==> config.mk <==
export PLATFORM = sky130hd
export DESIGN_NAME = sst_strap_two
export DESIGN_NICKNAME = d
export VERILOG_FILES = /design/src/pkg/sst_pkg.sv /design/src/pkg/sst_cfg_if.sv /design/src/hw/sst_latch_seq.sv /design/src/hw/sst_odd_nibble.sv /design/src/hw/sst_strap_two.sv
export SDC_FILE = /design/constraint.sdc
export NUM_CORES = 1
export LEC_CHECK = 0
export CORE_MARGIN = 4
export CORE_UTILIZATION = 60
export DETAILED_ROUTE_END_ITERATION = 10
export DONT_BUFFER_PORTS = 1
export PLACE_DENSITY = 0.76
export SETUP_SLACK_MARGIN = 0.15
export SYNTH_ARGS = -nofsm -noshare
export SYNTH_HDL_FRONTEND = slang
export SYNTH_SLANG_ARGS = --single-unit
==> constraint.sdc <==
create_clock -name CLOCK -period 1.67 [get_ports CLOCK]
set_input_delay 0.334 -clock CLOCK [delete_from_list [all_inputs] [get_ports CLOCK]]
set_output_delay 0.334 -clock CLOCK [all_outputs]
set_load 0.03 [all_outputs]
==> src/pkg/sst_pkg.sv <==
package sst_pkg;
    // register map, 16-bit words at their word offsets
    localparam int ADDR_W = 16;
    localparam int DATA_W = 16;
    localparam logic [15:0] OFF_STRAP_ONE = 16'h0009;
    localparam logic [15:0] OFF_STRAP_TWO = 16'h000A;
    localparam logic [15:0] OFF_STRAP_STATUS = 16'h0010;
    // first strap register fields
    localparam int BIT_CFG_DONE = 15;
    localparam int BIT_FAST_MDIX = 6;
    localparam int BIT_ROBUST_MDIX = 5;
    // second strap register fields
    localparam int BIT_FAST_LINKUP = 6;
    localparam int BIT_EXT_FD = 5;
    localparam int BIT_LED_FD_ONLY = 4;
    localparam int BIT_ISO_HD = 3;
    localparam int BIT_IDLE_ERR = 2;
    localparam int BIT_ODD_DIS = 1;
    localparam int BIT_RMII_RXCLK = 0;
    // status register fields
    localparam int BIT_STAT_BUSY = 15;
    localparam int BIT_STAT_LATCHED = 14;
    localparam logic [15:0] RESET_STRAP_ONE = 16'h0000;
    localparam logic [15:0] RESET_STRAP_TWO = 16'h0004;
    localparam logic [15:0] MASK_STRAP_ONE = 16'h0060;
    localparam logic [15:0] MASK_STRAP_TWO = 16'h3FFF;
    // internal reset pulse length
    localparam int CLK_PERIOD_NS = 40;
    localparam int STRAP_RST_NS = 200;
    localparam int STRAP_RST_CYCLES = (STRAP_RST_NS + CLK_PERIOD_NS - 1) / CLK_PERIOD_NS;
    localparam int SEQ_CNT_W = 4;
    localparam logic [3:0] SEQ_CNT_LAST = 4'(STRAP_RST_CYCLES - 1);
    typedef enum logic [1:0] {
        SEQ_IDLE,
        SEQ_PULSE,
        SEQ_LATCH
    } sst_seq_t;
endpackage

==> src/pkg/sst_cfg_if.sv <==
`timescale 1ns/1ps
interface sst_cfg_if;
    logic odd_nibble_dis;
    logic core_reset;
    modport src (
        output odd_nibble_dis,
        output core_reset
    );
    modport dst (
        input odd_nibble_dis,
        input core_reset
    );
endinterface

==> src/hw/sst_latch_seq.sv <==
`timescale 1ns/1ps
module sst_latch_seq (
    // clock and reset
    input wire logic clk,
    input wire logic resetn,
    // control
    input wire logic start,
    output logic pulse,
    output logic latch,
    output logic busy
);
    import sst_pkg::*;

    sst_seq_t state_ff;
    sst_seq_t nxt_state;
    logic [SEQ_CNT_W-1:0] cnt_ff;
    logic [SEQ_CNT_W-1:0] nxt_cnt;

    assign pulse = (state_ff == SEQ_PULSE);
    assign latch = (state_ff == SEQ_LATCH);
    assign busy = (state_ff != SEQ_IDLE);

    always_comb begin
        nxt_state = state_ff;
        nxt_cnt = cnt_ff;
        case (state_ff)
            SEQ_IDLE: begin
                nxt_cnt = '0;
                if (start) nxt_state = SEQ_PULSE;
            end
            SEQ_PULSE: begin
                nxt_cnt = cnt_ff + 4'h1;
                if (cnt_ff == SEQ_CNT_LAST) nxt_state = SEQ_LATCH;
            end
            SEQ_LATCH: nxt_state = SEQ_IDLE;
            default: nxt_state = SEQ_IDLE;
        endcase
    end

    always_ff @(posedge clk or negedge resetn) begin
        if (!resetn) begin
            state_ff <= SEQ_IDLE;
            cnt_ff <= '0;
        end else begin
            state_ff <= nxt_state;
            cnt_ff <= nxt_cnt;
        end
    end
endmodule

==> src/hw/sst_odd_nibble.sv <==
`timescale 1ns/1ps
module sst_odd_nibble (
    // clock and reset
    input wire logic clk,
    input wire logic resetn,
    // latched configuration
    sst_cfg_if.dst cfg,
    // transmit enable path, one nibble per clock
    input wire logic tx_en_in,
    input wire logic tx_er_in,
    output logic tx_en_out,
    output logic tx_er_out
);
    import sst_pkg::*;

    logic odd_ff;
    logic nxt_odd;
    logic extend;
    logic nxt_tx_en;
    logic nxt_tx_er;

    // odd_ff is high when an odd number of nibbles has gone by in the frame
    assign nxt_odd = tx_en_in & ~odd_ff;
    assign extend = ~tx_en_in & odd_ff & ~cfg.odd_nibble_dis;
    assign nxt_tx_en = tx_en_in | extend;
    assign nxt_tx_er = (tx_en_in & tx_er_in) | extend;

    always_ff @(posedge clk or negedge resetn) begin
        if (!resetn) begin
            odd_ff <= 1'b0;
            tx_en_out <= 1'b0;
            tx_er_out <= 1'b0;
        end else begin
            odd_ff <= cfg.core_reset ? 1'b0 : nxt_odd;
            tx_en_out <= nxt_tx_en;
            tx_er_out <= nxt_tx_er;
        end
    end
endmodule

==> src/hw/sst_strap_two.sv <==
`timescale 1ns/1ps
// Contract
// straps loaded by software are latched after config-done and an internal reset pulse.
// bits 15:14 of the second strap register ignore writes and always read zero.
// the fast link-up field shortens parallel-detect link establishment when set.
// fast or robust crossover mode forces the fast link-up field to one.
// the extended field forces full duplex with a forced 100TX partner in auto or 100TX mode.
// with the link-LED field set only a 100TX full-duplex link lights the link indicator.
// with the isolation field set a half-duplex 100TX link isolates the MII outputs.
// the idle symbol-error field, one after reset, enables idle receive symbol errors.
// unless disabled, TX_EN falling after an odd nibble is stretched one cycle as an error.
// RMII receive data follow RX_CLK when the clock field is one, else the reference clock.
// the register is 16 bits wide and a strap change acts only after the latch sequence.
module sst_strap_two (
    // clock and reset
    input wire logic CLOCK,
    input wire logic RESETN,
    // register port
    input wire logic [sst_pkg::ADDR_W-1:0] ADDR,
    input wire logic [sst_pkg::DATA_W-1:0] WDATA,
    input wire logic WR,
    input wire logic RD,
    output logic [sst_pkg::DATA_W-1:0] RDATA,
    // link state from the transceiver core, same clock
    input wire logic LINK_UP,
    input wire logic SPEED_100,
    input wire logic AUTONEG_ENABLE,
    input wire logic LOCAL_FORCED_100TX,
    input wire logic PARTNER_FORCED_100TX,
    input wire logic PARALLEL_DETECT,
    input wire logic RESOLVED_FULL_DUPLEX,
    input wire logic LINE_IDLE,
    input wire logic RX_SYMBOL_ERROR,
    // MAC transmit pins
    input wire logic TX_EN,
    input wire logic TX_ER,
    // effects
    output logic CORE_RESET,
    output logic FAST_PD_LINKUP,
    output logic LINK_FULL_DUPLEX,
    output logic LINK_LED,
    output logic MII_ISOLATE,
    output logic RX_IDLE_ERROR,
    output logic RMII_RX_CLK_SEL,
    output logic TX_EN_CORE,
    output logic TX_ER_CORE
);
    import sst_pkg::*;

    ////////////////////////////////////////////////////////////////////////////////
    // register decode

    logic [15:0] strap_one_ff;
    logic [15:0] strap_two_ff;
    logic [15:0] active_two_ff;
    logic [15:0] rdata_ff;
    logic [15:0] nxt_rdata;
    logic latched_ff;
    logic mdix_auto_fast;
    logic [15:0] strap_two_view;
    logic [15:0] status_view;
    logic hit_one;
    logic hit_two;
    logic hit_status;
    logic wr_one;
    logic wr_two;
    logic cfg_start;
    logic seq_pulse;
    logic seq_latch;
    logic seq_busy;

    // exact word compare: no register answers at an aliased address
    function automatic logic addr_hit(input logic [ADDR_W-1:0] a, input logic [ADDR_W-1:0] off);
        return (a == off);
    endfunction

    assign hit_one = addr_hit(ADDR, OFF_STRAP_ONE);
    assign hit_two = addr_hit(ADDR, OFF_STRAP_TWO);
    assign hit_status = addr_hit(ADDR, OFF_STRAP_STATUS);
    assign wr_one = WR & hit_one;
    assign wr_two = WR & hit_two;
    // a second config-done while a sequence runs is dropped, the running one latches
    assign cfg_start = wr_one & WDATA[BIT_CFG_DONE] & ~seq_busy;

    // crossover modes pin the fast link-up bit high, both in the view and when latched
    assign mdix_auto_fast = strap_one_ff[BIT_FAST_MDIX] | strap_one_ff[BIT_ROBUST_MDIX];
    assign strap_two_view = (strap_two_ff & MASK_STRAP_TWO)
        | (16'(mdix_auto_fast) << BIT_FAST_LINKUP);

    assign status_view = {seq_busy, latched_ff, active_two_ff[13:0]};

    // read data fall back to zero outside the read slot, so a late sample sees nothing stale
    assign nxt_rdata = !RD ? 16'h0000 :
        hit_one ? {latched_ff, strap_one_ff[14:0] & MASK_STRAP_ONE[14:0]} :
        hit_two ? strap_two_view :
        hit_status ? status_view : 16'h0000;

    always_ff @(posedge CLOCK or negedge RESETN) begin
        if (!RESETN) begin
            strap_one_ff <= RESET_STRAP_ONE;
            strap_two_ff <= RESET_STRAP_TWO;
            rdata_ff <= 16'h0000;
        end else begin
            if (wr_one) strap_one_ff <= WDATA & MASK_STRAP_ONE;
            if (wr_two) strap_two_ff <= WDATA & MASK_STRAP_TWO;
            rdata_ff <= nxt_rdata;
        end
    end

    assign RDATA = rdata_ff;

    ////////////////////////////////////////////////////////////////////////////////
    // config-done sequence: internal reset pulse then latch

    sst_latch_seq u_seq (
        .clk(CLOCK),
        .resetn(RESETN),
        .start(cfg_start),
        .pulse(seq_pulse),
        .latch(seq_latch),
        .busy(seq_busy)
    );

    // straps steer nothing until latched, so a half-written set never leaks out
    always_ff @(posedge CLOCK or negedge RESETN) begin
        if (!RESETN) begin
            active_two_ff <= RESET_STRAP_TWO;
            latched_ff <= 1'b0;
        end else if (seq_latch) begin
            active_two_ff <= strap_two_view;
            latched_ff <= 1'b1;
        end
    end

    ////////////////////////////////////////////////////////////////////////////////
    // pin synchronisers for the MAC transmit inputs

    // only the second stage is read; the first may still be settling
    logic [1:0] tx_en_sync_ff;
    logic [1:0] tx_er_sync_ff;

    always_ff @(posedge CLOCK or negedge RESETN) begin
        if (!RESETN) begin
            tx_en_sync_ff <= 2'b00;
            tx_er_sync_ff <= 2'b00;
        end else begin
            tx_en_sync_ff <= {tx_en_sync_ff[0], TX_EN};
            tx_er_sync_ff <= {tx_er_sync_ff[0], TX_ER};
        end
    end

    sst_cfg_if u_cfg ();
    assign u_cfg.odd_nibble_dis = active_two_ff[BIT_ODD_DIS];
    assign u_cfg.core_reset = seq_pulse;

    sst_odd_nibble u_odd (
        .clk(CLOCK),
        .resetn(RESETN),
        .cfg(u_cfg.dst),
        .tx_en_in(tx_en_sync_ff[1]),
        .tx_er_in(tx_er_sync_ff[1]),
        .tx_en_out(TX_EN_CORE),
        .tx_er_out(TX_ER_CORE)
    );

    ////////////////////////////////////////////////////////////////////////////////
    // effects of the latched straps

    logic ext_fd_case;
    logic full_duplex;
    logic hd_100;
    logic nxt_fast_pd;
    logic nxt_fd;
    logic nxt_led;
    logic nxt_iso;
    logic nxt_idle_err;
    logic nxt_rmii_sel;
    logic fast_pd_ff;
    logic fd_ff;
    logic led_ff;
    logic iso_ff;
    logic idle_err_ff;
    logic rmii_sel_ff;
    logic core_reset_ff;

    // an autonegotiating partner resolves duplex itself, so only a forced one qualifies
    assign ext_fd_case = (AUTONEG_ENABLE | LOCAL_FORCED_100TX) & PARTNER_FORCED_100TX;
    assign full_duplex = (active_two_ff[BIT_EXT_FD] & ext_fd_case)
        | RESOLVED_FULL_DUPLEX;
    assign hd_100 = LINK_UP & SPEED_100 & ~full_duplex;

    assign nxt_fast_pd = active_two_ff[BIT_FAST_LINKUP] & PARALLEL_DETECT;
    assign nxt_fd = LINK_UP & full_duplex;
    assign nxt_led = active_two_ff[BIT_LED_FD_ONLY] ?
        (LINK_UP & SPEED_100 & full_duplex) : LINK_UP;
    assign nxt_iso = active_two_ff[BIT_ISO_HD] & hd_100;
    assign nxt_idle_err = active_two_ff[BIT_IDLE_ERR] & LINE_IDLE & RX_SYMBOL_ERROR;
    // the clock select is not quieted: the receive path keeps a defined reference in the pulse
    assign nxt_rmii_sel = active_two_ff[BIT_RMII_RXCLK];

    // during the internal reset pulse the link side is held quiet
    always_ff @(posedge CLOCK or negedge RESETN) begin
        if (!RESETN) begin
            fast_pd_ff <= 1'b0;
            fd_ff <= 1'b0;
            led_ff <= 1'b0;
            iso_ff <= 1'b0;
            idle_err_ff <= 1'b0;
            rmii_sel_ff <= 1'b0;
            core_reset_ff <= 1'b0;
        end else begin
            fast_pd_ff <= nxt_fast_pd & ~seq_pulse;
            fd_ff <= nxt_fd & ~seq_pulse;
            led_ff <= nxt_led & ~seq_pulse;
            iso_ff <= nxt_iso & ~seq_pulse;
            idle_err_ff <= nxt_idle_err & ~seq_pulse;
            rmii_sel_ff <= nxt_rmii_sel;
            core_reset_ff <= seq_pulse;
        end
    end

    assign FAST_PD_LINKUP = fast_pd_ff;
    assign LINK_FULL_DUPLEX = fd_ff;
    assign LINK_LED = led_ff;
    assign MII_ISOLATE = iso_ff;
    assign RX_IDLE_ERROR = idle_err_ff;
    assign RMII_RX_CLK_SEL = rmii_sel_ff;
    assign CORE_RESET = core_reset_ff;
endmodule

; ---- Word level (Yosys, flattened, before mapping)
; Cells that the tools add are included.
[word_totals]
ff_bits = 67
latchBits = 0
ram_bits = 0
romBits = 0
output_inout_bits = 25
mem_count = 0
[classes]
n_addsub = 1
n_mul = 0
n_div = 0
order_cmp = 0
eq_ne = 8
n_shift = 0
n_mux = 10
n_bitwise = 35
reduce_logical = 4
[ops]
columns = operator, count
row1 = 16-bit two-way mux, 4
row2 = 16-bit by 4-bit == test with 1-bit output (second input constant), 2
row3 = 1-bit bitwise AND, 23
row4 = 16-bit by 5-bit == test with 1-bit output (second input constant), 1
row5 = 14-bit by 7-bit OR with 14-bit output, 1
row6 = 4-bit one-hot mux with 2 select lines, 1
row7 = 1-bit inverter, 6
row8 = 1-bit OR, 5
row9 = 4-bit by 1-bit adder with 4-bit output (second input constant), 1
row10 = 4-bit by 3-bit == test with 1-bit output (second input constant), 1
row11 = 2-bit two-way mux, 2
row12 = 2-bit one-hot mux with 2 select lines, 1
row13 = 2-bit nonzero test, 2
row14 = 2-bit by 1-bit == test with 1-bit output (second input constant), 1
row15 = 2-bit == test (second input constant), 1
row16 = 2-bit zero test, 1
row17 = 1-bit two-way mux, 2
row18 = 2-bit by 1-bit inequality test with 1-bit output (second input constant), 1
row19 = 2-bit inequality test (second input constant), 1
row20 = 2-bit AND reduction, 1

; ---- Logic depth before layout (Yosys ltp)
[depth]
ltp_word = 8
ltp_mapped = 6

; ---- By module
; Synthesis repeated with hierarchy kept, for this count alone.
[hier_totals]
cells_unflattened = 204
area_unflattened_um2 = 2762.6
[modules_own_cells]
columns = module, instances, cells_each, area_each_um2, seq_area_each_um2
row1 = sst_strap_two, 1, 166, 2326.0, 1453.9
row2 = sst_latch_seq, 1, 30, 324.1, 150.1
row3 = sst_odd_nibble, 1, 8, 112.6, 75.1

; ---- Worst setup path after synthesis
; No wires, ideal clock.
[synth_path]
path_type = input to register
startpoint = input ADDR[14] (netlist bit)
endpoint = register strap_two_ff[10]
arrival_time_ns = 1.520
required_time_ns = 1.545
path_slack_ns = 0.025
path_stages = 6
path_cell_list = nor4_2 -> and4_1 -> buf_6 -> nand3_4 -> buf_6 -> mux2_4
[synth_between]
elab_chain_cells = 2
[synth_lines]
columns = item, line_no
row1 = from (decl), sst_strap_two.sv:19  ; input wire logic [sst_pkg::ADDR_W-1:0] ADDR,
row2 = 16-bit by 4-bit == test with 1-bit output, sst_strap_two.sv:74  ; return (a == off);
row3 = 1-bit bitwise AND, sst_strap_two.sv:81  ; assign wr_two = WR & hit_two;
row4 = to (signal assigned), sst_strap_two.sv:105  ; if (wr_two) strap_two_ff <= WDATA & MASK_STRAP_TWO;
row5 = to (decl), sst_strap_two.sv:54  ; logic [15:0] strap_two_ff;
; No other way between the ends.
; A chain may end at the register's enable or synchronous reset.

; ---- Worst setup path in the final report
[layout_path]
startpoint = register strap_one_ff[5]
endpoint = register rdata_ff[6], in the netlist RDATA[6]
[layout_between]
elab_chain_cells = 5
[layout_lines]
columns = item, line_no
row1 = from (decl), sst_strap_two.sv:53  ; logic [15:0] strap_one_ff;
row2 = from (signal assigned), sst_strap_two.sv:104  ; if (wr_one) strap_one_ff <= WDATA & MASK_STRAP_ONE;
row3 = 1-bit OR, sst_strap_two.sv:86  ; assign mdix_auto_fast = strap_one_ff[BIT_FAST_MDIX] | strap_one_ff[BIT_ROBUST_MDIX];
row4 = 14-bit by 7-bit OR with 14-bit output, sst_strap_two.sv:88  ; | (16'(mdix_auto_fast) << BIT_FAST_LINKUP);
row5 = 16-bit two-way mux, sst_strap_two.sv:95  ; hit_two ? strap_two_view :
row6 = 16-bit two-way mux, sst_strap_two.sv:94  ; hit_one ? {latched_ff, strap_one_ff[14:0] & MASK_STRAP_ONE[14:0]} :
row7 = 16-bit two-way mux, sst_strap_two.sv:93  ; assign nxt_rdata = !RD ? 16'h0000 :
row8 = named net nxt_rdata[6], sst_strap_two.sv:57  ; logic [15:0] nxt_rdata;
row9 = to (signal assigned), sst_strap_two.sv:106  ; rdata_ff <= nxt_rdata;
row10 = to (decl), sst_strap_two.sv:56  ; logic [15:0] rdata_ff;
; The timed path passes the listed nets, and every way through them passes these cells.

==> run_results.csv <==
group,metric,value,unit
cells_and_area,num_antenna_cells,0,
clock_network,cts.reportedPaths.clkPinSlew,70,ps
worst_setup_path,reg2reg_setup_slack,280,ps
synthesis,synth-seq-area-share,0.603,
synthesis,synth-main-ff-cell,"dfrtp_1",
place,dp.cells,269,
clock_network,ctsRootBufferMaster,"clkbuf_8",
routing,wire_per_inst,19.7,um
synthesis,syn_area_per_cell,12.8,sq um
run_status,violations,"hold timing",
timing,tightestPinTransition,303,ps
pwr,p_total,3.04,mW
pwr,power_frac_seq,0.544,
pwr,comb_power_share,0.015,
synthesis,yosysWarnings,0,
clock_network,cts_tree,"yes",
grt,antenna_found_initial,0,
timing,min_period_over_period,0.834,
routing,postRouteAntennaNets,0,
floorplan,rows,24,
pwr,p_per_area,981,nW/um^2
timing,maxSlewViolCount,0,
worst_setup_path,crit_buf_inv,0,
grt,grt_pass1_wl,9620,um
floorplan,core_region_area,4410,sq um
clock_network,clock_latency,350,ps
synthesis,synth_area_leaders,"dfrtp_1 58%, mux2_2 8.5%, mux2_4 5.4%, nand3_1 5.4%, a21oi_1 2.7%",
worst_setup_path,critPathKind,"reg2reg",
timing,final.setup.tns,0,ps
worst_setup_path,crit_path_max_incr_delay,400,ps
cells_and_area,final_cell_mix,"65 x dfrtp_1, 30 x nand3_1, 21 x mux2_2",
clock_network,cts_sinks,67,
grt,grt_usage,0.213,
synthesis,syn_inst,218,
place,postPlaceCellArea,2870,sq um
run_status,outcome,"finished, violations left",
cells_and_area,drive_above_1_share,0.277,
timing,setup_violations,0,
worst_setup_path,crit_chain,"or3_1, a21o_1, a32o_1, o211a_1",
worst_setup_path,cp_top_family,"compound AO/OA/AOI/OAI gates",
routing,viasPerCell,6.23,
worst_setup_path,cp-start-kind,"register",
synthesis,synth_area_leader_cell,"dfrtp_1",
pwr,p_int,2.39,mW
worst_setup_path,path_depth,4,
floorplan,die-height,76.1,um
cells_and_area,syn2layout_area_growth,11.2,%
cells_and_area,fin_nets,279,
routing,via_count,1789,
grt,grt-ovfl-total,0,
grt,grt_max_degree,68,
clock_network,cts.htree.levels,3,
cells_and_area,mostFrequentLayoutCell,"dfrtp_1",
routing,wirelength,5660,um
synthesis,synth_edf_count,0,
worst_setup_path,required,1910,ps
synthesis,syn_area,2780,sq um
routing,first_iter_violations,105,
synthesis,synth_top_area_frac,0.585,
pwr,p_sw_frac,0.214,
place,gp_congestion,0.792,
worst_setup_path,cp_data_arrival_time,1630,ps
job,cap_viol_max_count,0,
cells_and_area,fin_area,3090,sq um
place,io_buffer_count,0,
routing,drc,0,
worst_setup_path,r2r_end,"RDATA[6]$_DFF_PN0_",
clock_network,post_cts_resized,0,
place,hpwl,4040,um
timing,relSlewSlack,0.798,
timing,hold_slack,-327,ps
worst_setup_path,crit_slowest_cell,"dfrtp_1",
timing,fin_crit,1390,ps
floorplan,dieArea,5790,sq um
timing,fmax,718,MHz
clock_network,numCtsBuffers,9,
pwr,clkPwrFrac,0.440,
cells_and_area,stdcell_count,287,
synthesis,synth_seq_cells,67,
pwr,cellLeakagePower,1.50,nW
floorplan,fp.dieW,76.1,um
synthesis,yosysUniqueCellTypes,36,
clock_network,cts_post_setup_buffers_inserted,0,
grt,grt_pass1_vias,1955,
worst_setup_path,crit_end,"RDATA[6]$_DFF_PN0_",
pwr,p_sw,0.651,mW
worst_setup_path,end_kind,"register",
routing,first_pass_iters,4,
worst_setup_path,r2r-start,"strap_one_ff[5]$_DFFE_PN0P_",
synthesis,async_flop_share,1.00,
worst_setup_path,r2r_cells,4,
pwr,ir_drop,0.572,mV
floorplan,start_util,0.630,
clock_network,clk_path_buf_depth,2,
timing,skew,6.87,ps
floorplan,io_pins,72,
min_path,holdCritPathClass,"in2async",
timing,rsz0062_at_grt,"false",
worst_setup_path,cp-startpoint,"strap_one_ff[5]$_DFFE_PN0P_",
worst_setup_path,worst-path-max-fanout,3,
synthesis,syn_nets,267,
timing,hold_violations,67,
-- routing by layer --
| metal | GRT usage | up-vias | share of wire |
|---|---|---|---|
| li1 | - | 802 | - |
| met1 | 0.238 | 908 | 0.39 |
| met2 | 0.354 | 64 | 0.51 |
| met3 | 0.0839 | 15 | 0.071 |
| met4 | 0.0997 | 0 | 0.026 |
| met5 | 0 | - | 0 |
-- registers in the layout, indices dropped and copies added (netlist names) --
register and cells:
RDATA 16, active_two_ff 14, strap_two_ff 14, u_seq.cnt_ff 4
strap_one_ff 2, tx_en_sync_ff 2, tx_er_sync_ff 2, u_seq.state_ff 2
CORE_RESET 1, FAST_PD_LINKUP 1, LINK_FULL_DUPLEX 1, LINK_LED 1
MII_ISOLATE 1, RMII_RX_CLK_SEL 1, RX_IDLE_ERROR 1, latched_ff 1
u_odd.odd_ff 1, u_odd.tx_en_out 1, u_odd.tx_er_out 1
-- cells in the mapped netlist (all sizes together), types with 3 or more instances --
cell type and instances:
nor2 5, buf 7, nand2 11, mux2 31, nor3 3, nor2b 3
dfrtp 65, nand3 31, o21ai 6, nor3b 3, nor4 3, a21o 3
a21oi 15, clkbuf 5, inv 3, nand2b 4
-- per-stage QoR --
| step | setup WS (ps) | util |
|---|---|---|
| global placement | 8.35 | 0.651 |
| global route | 218 | 0.701 |
| CTS | 288 | 0.696 |
| detailed placement | -46.0 | 0.651 |
| finish | 278 | 0.701 |
| floorplan | 51.4 | - |
-- power by group through the flow --
stage | clock network, mW | logic (mW) | registers (mW)
floorplan | 0 | 0.0310 | 1.68
global placement | 0 | 0.0401 | 1.68
detailed placement | 0 | 0.0429 | 1.68
CTS | 1.36 | 0.0431 | 1.65
global route | 1.44 | 0.0522 | 1.65
finish | 1.34 | 0.0470 | 1.65
-- cells by family after synthesis --
logic type	synth area share
flops	0.603
compound gates	0.0692
mux	0.139
fa+ha+maj	0.00899
buf+inv	0.0279
simple gates	0.152
-- layout make-up --
type | count | area, sq um
Multi-Input combinational cell | 136 | 1030
Timing Repair Buffer | 13 | 103
Fill cell | 315 | 1320
Sequential cell | 67 | 1680
Inverter | 3 | 11.3
Clock inverter | 6 | 63.8
Clock buffer | 10 | 138
Tap cell | 52 | 65.1
-- how the worst min path moves through the flow --
stage / startpoint / endpoint / slack (ps) / cells past startpoint
finish: RESETN / u_seq.cnt_ff[0]$_DFFE_PN0P_ / -330 / 0
floorplan: RESETN / CORE_RESET$_DFF_PN0_ / 40 / 0
CTS: RESETN / strap_two_ff[8]$_DFFE_PN0P_ / -330 / 0
global placement: RESETN / u_seq.cnt_ff[0]$_DFFE_PN0P_ / 40 / 0
global route: RESETN / strap_two_ff[3]$_DFFE_PN0P_ / -340 / 0
detailed placement: RESETN / u_seq.cnt_ff[0]$_DFFE_PN0P_ / 40 / 0
(Power assumes the default switching activity.)
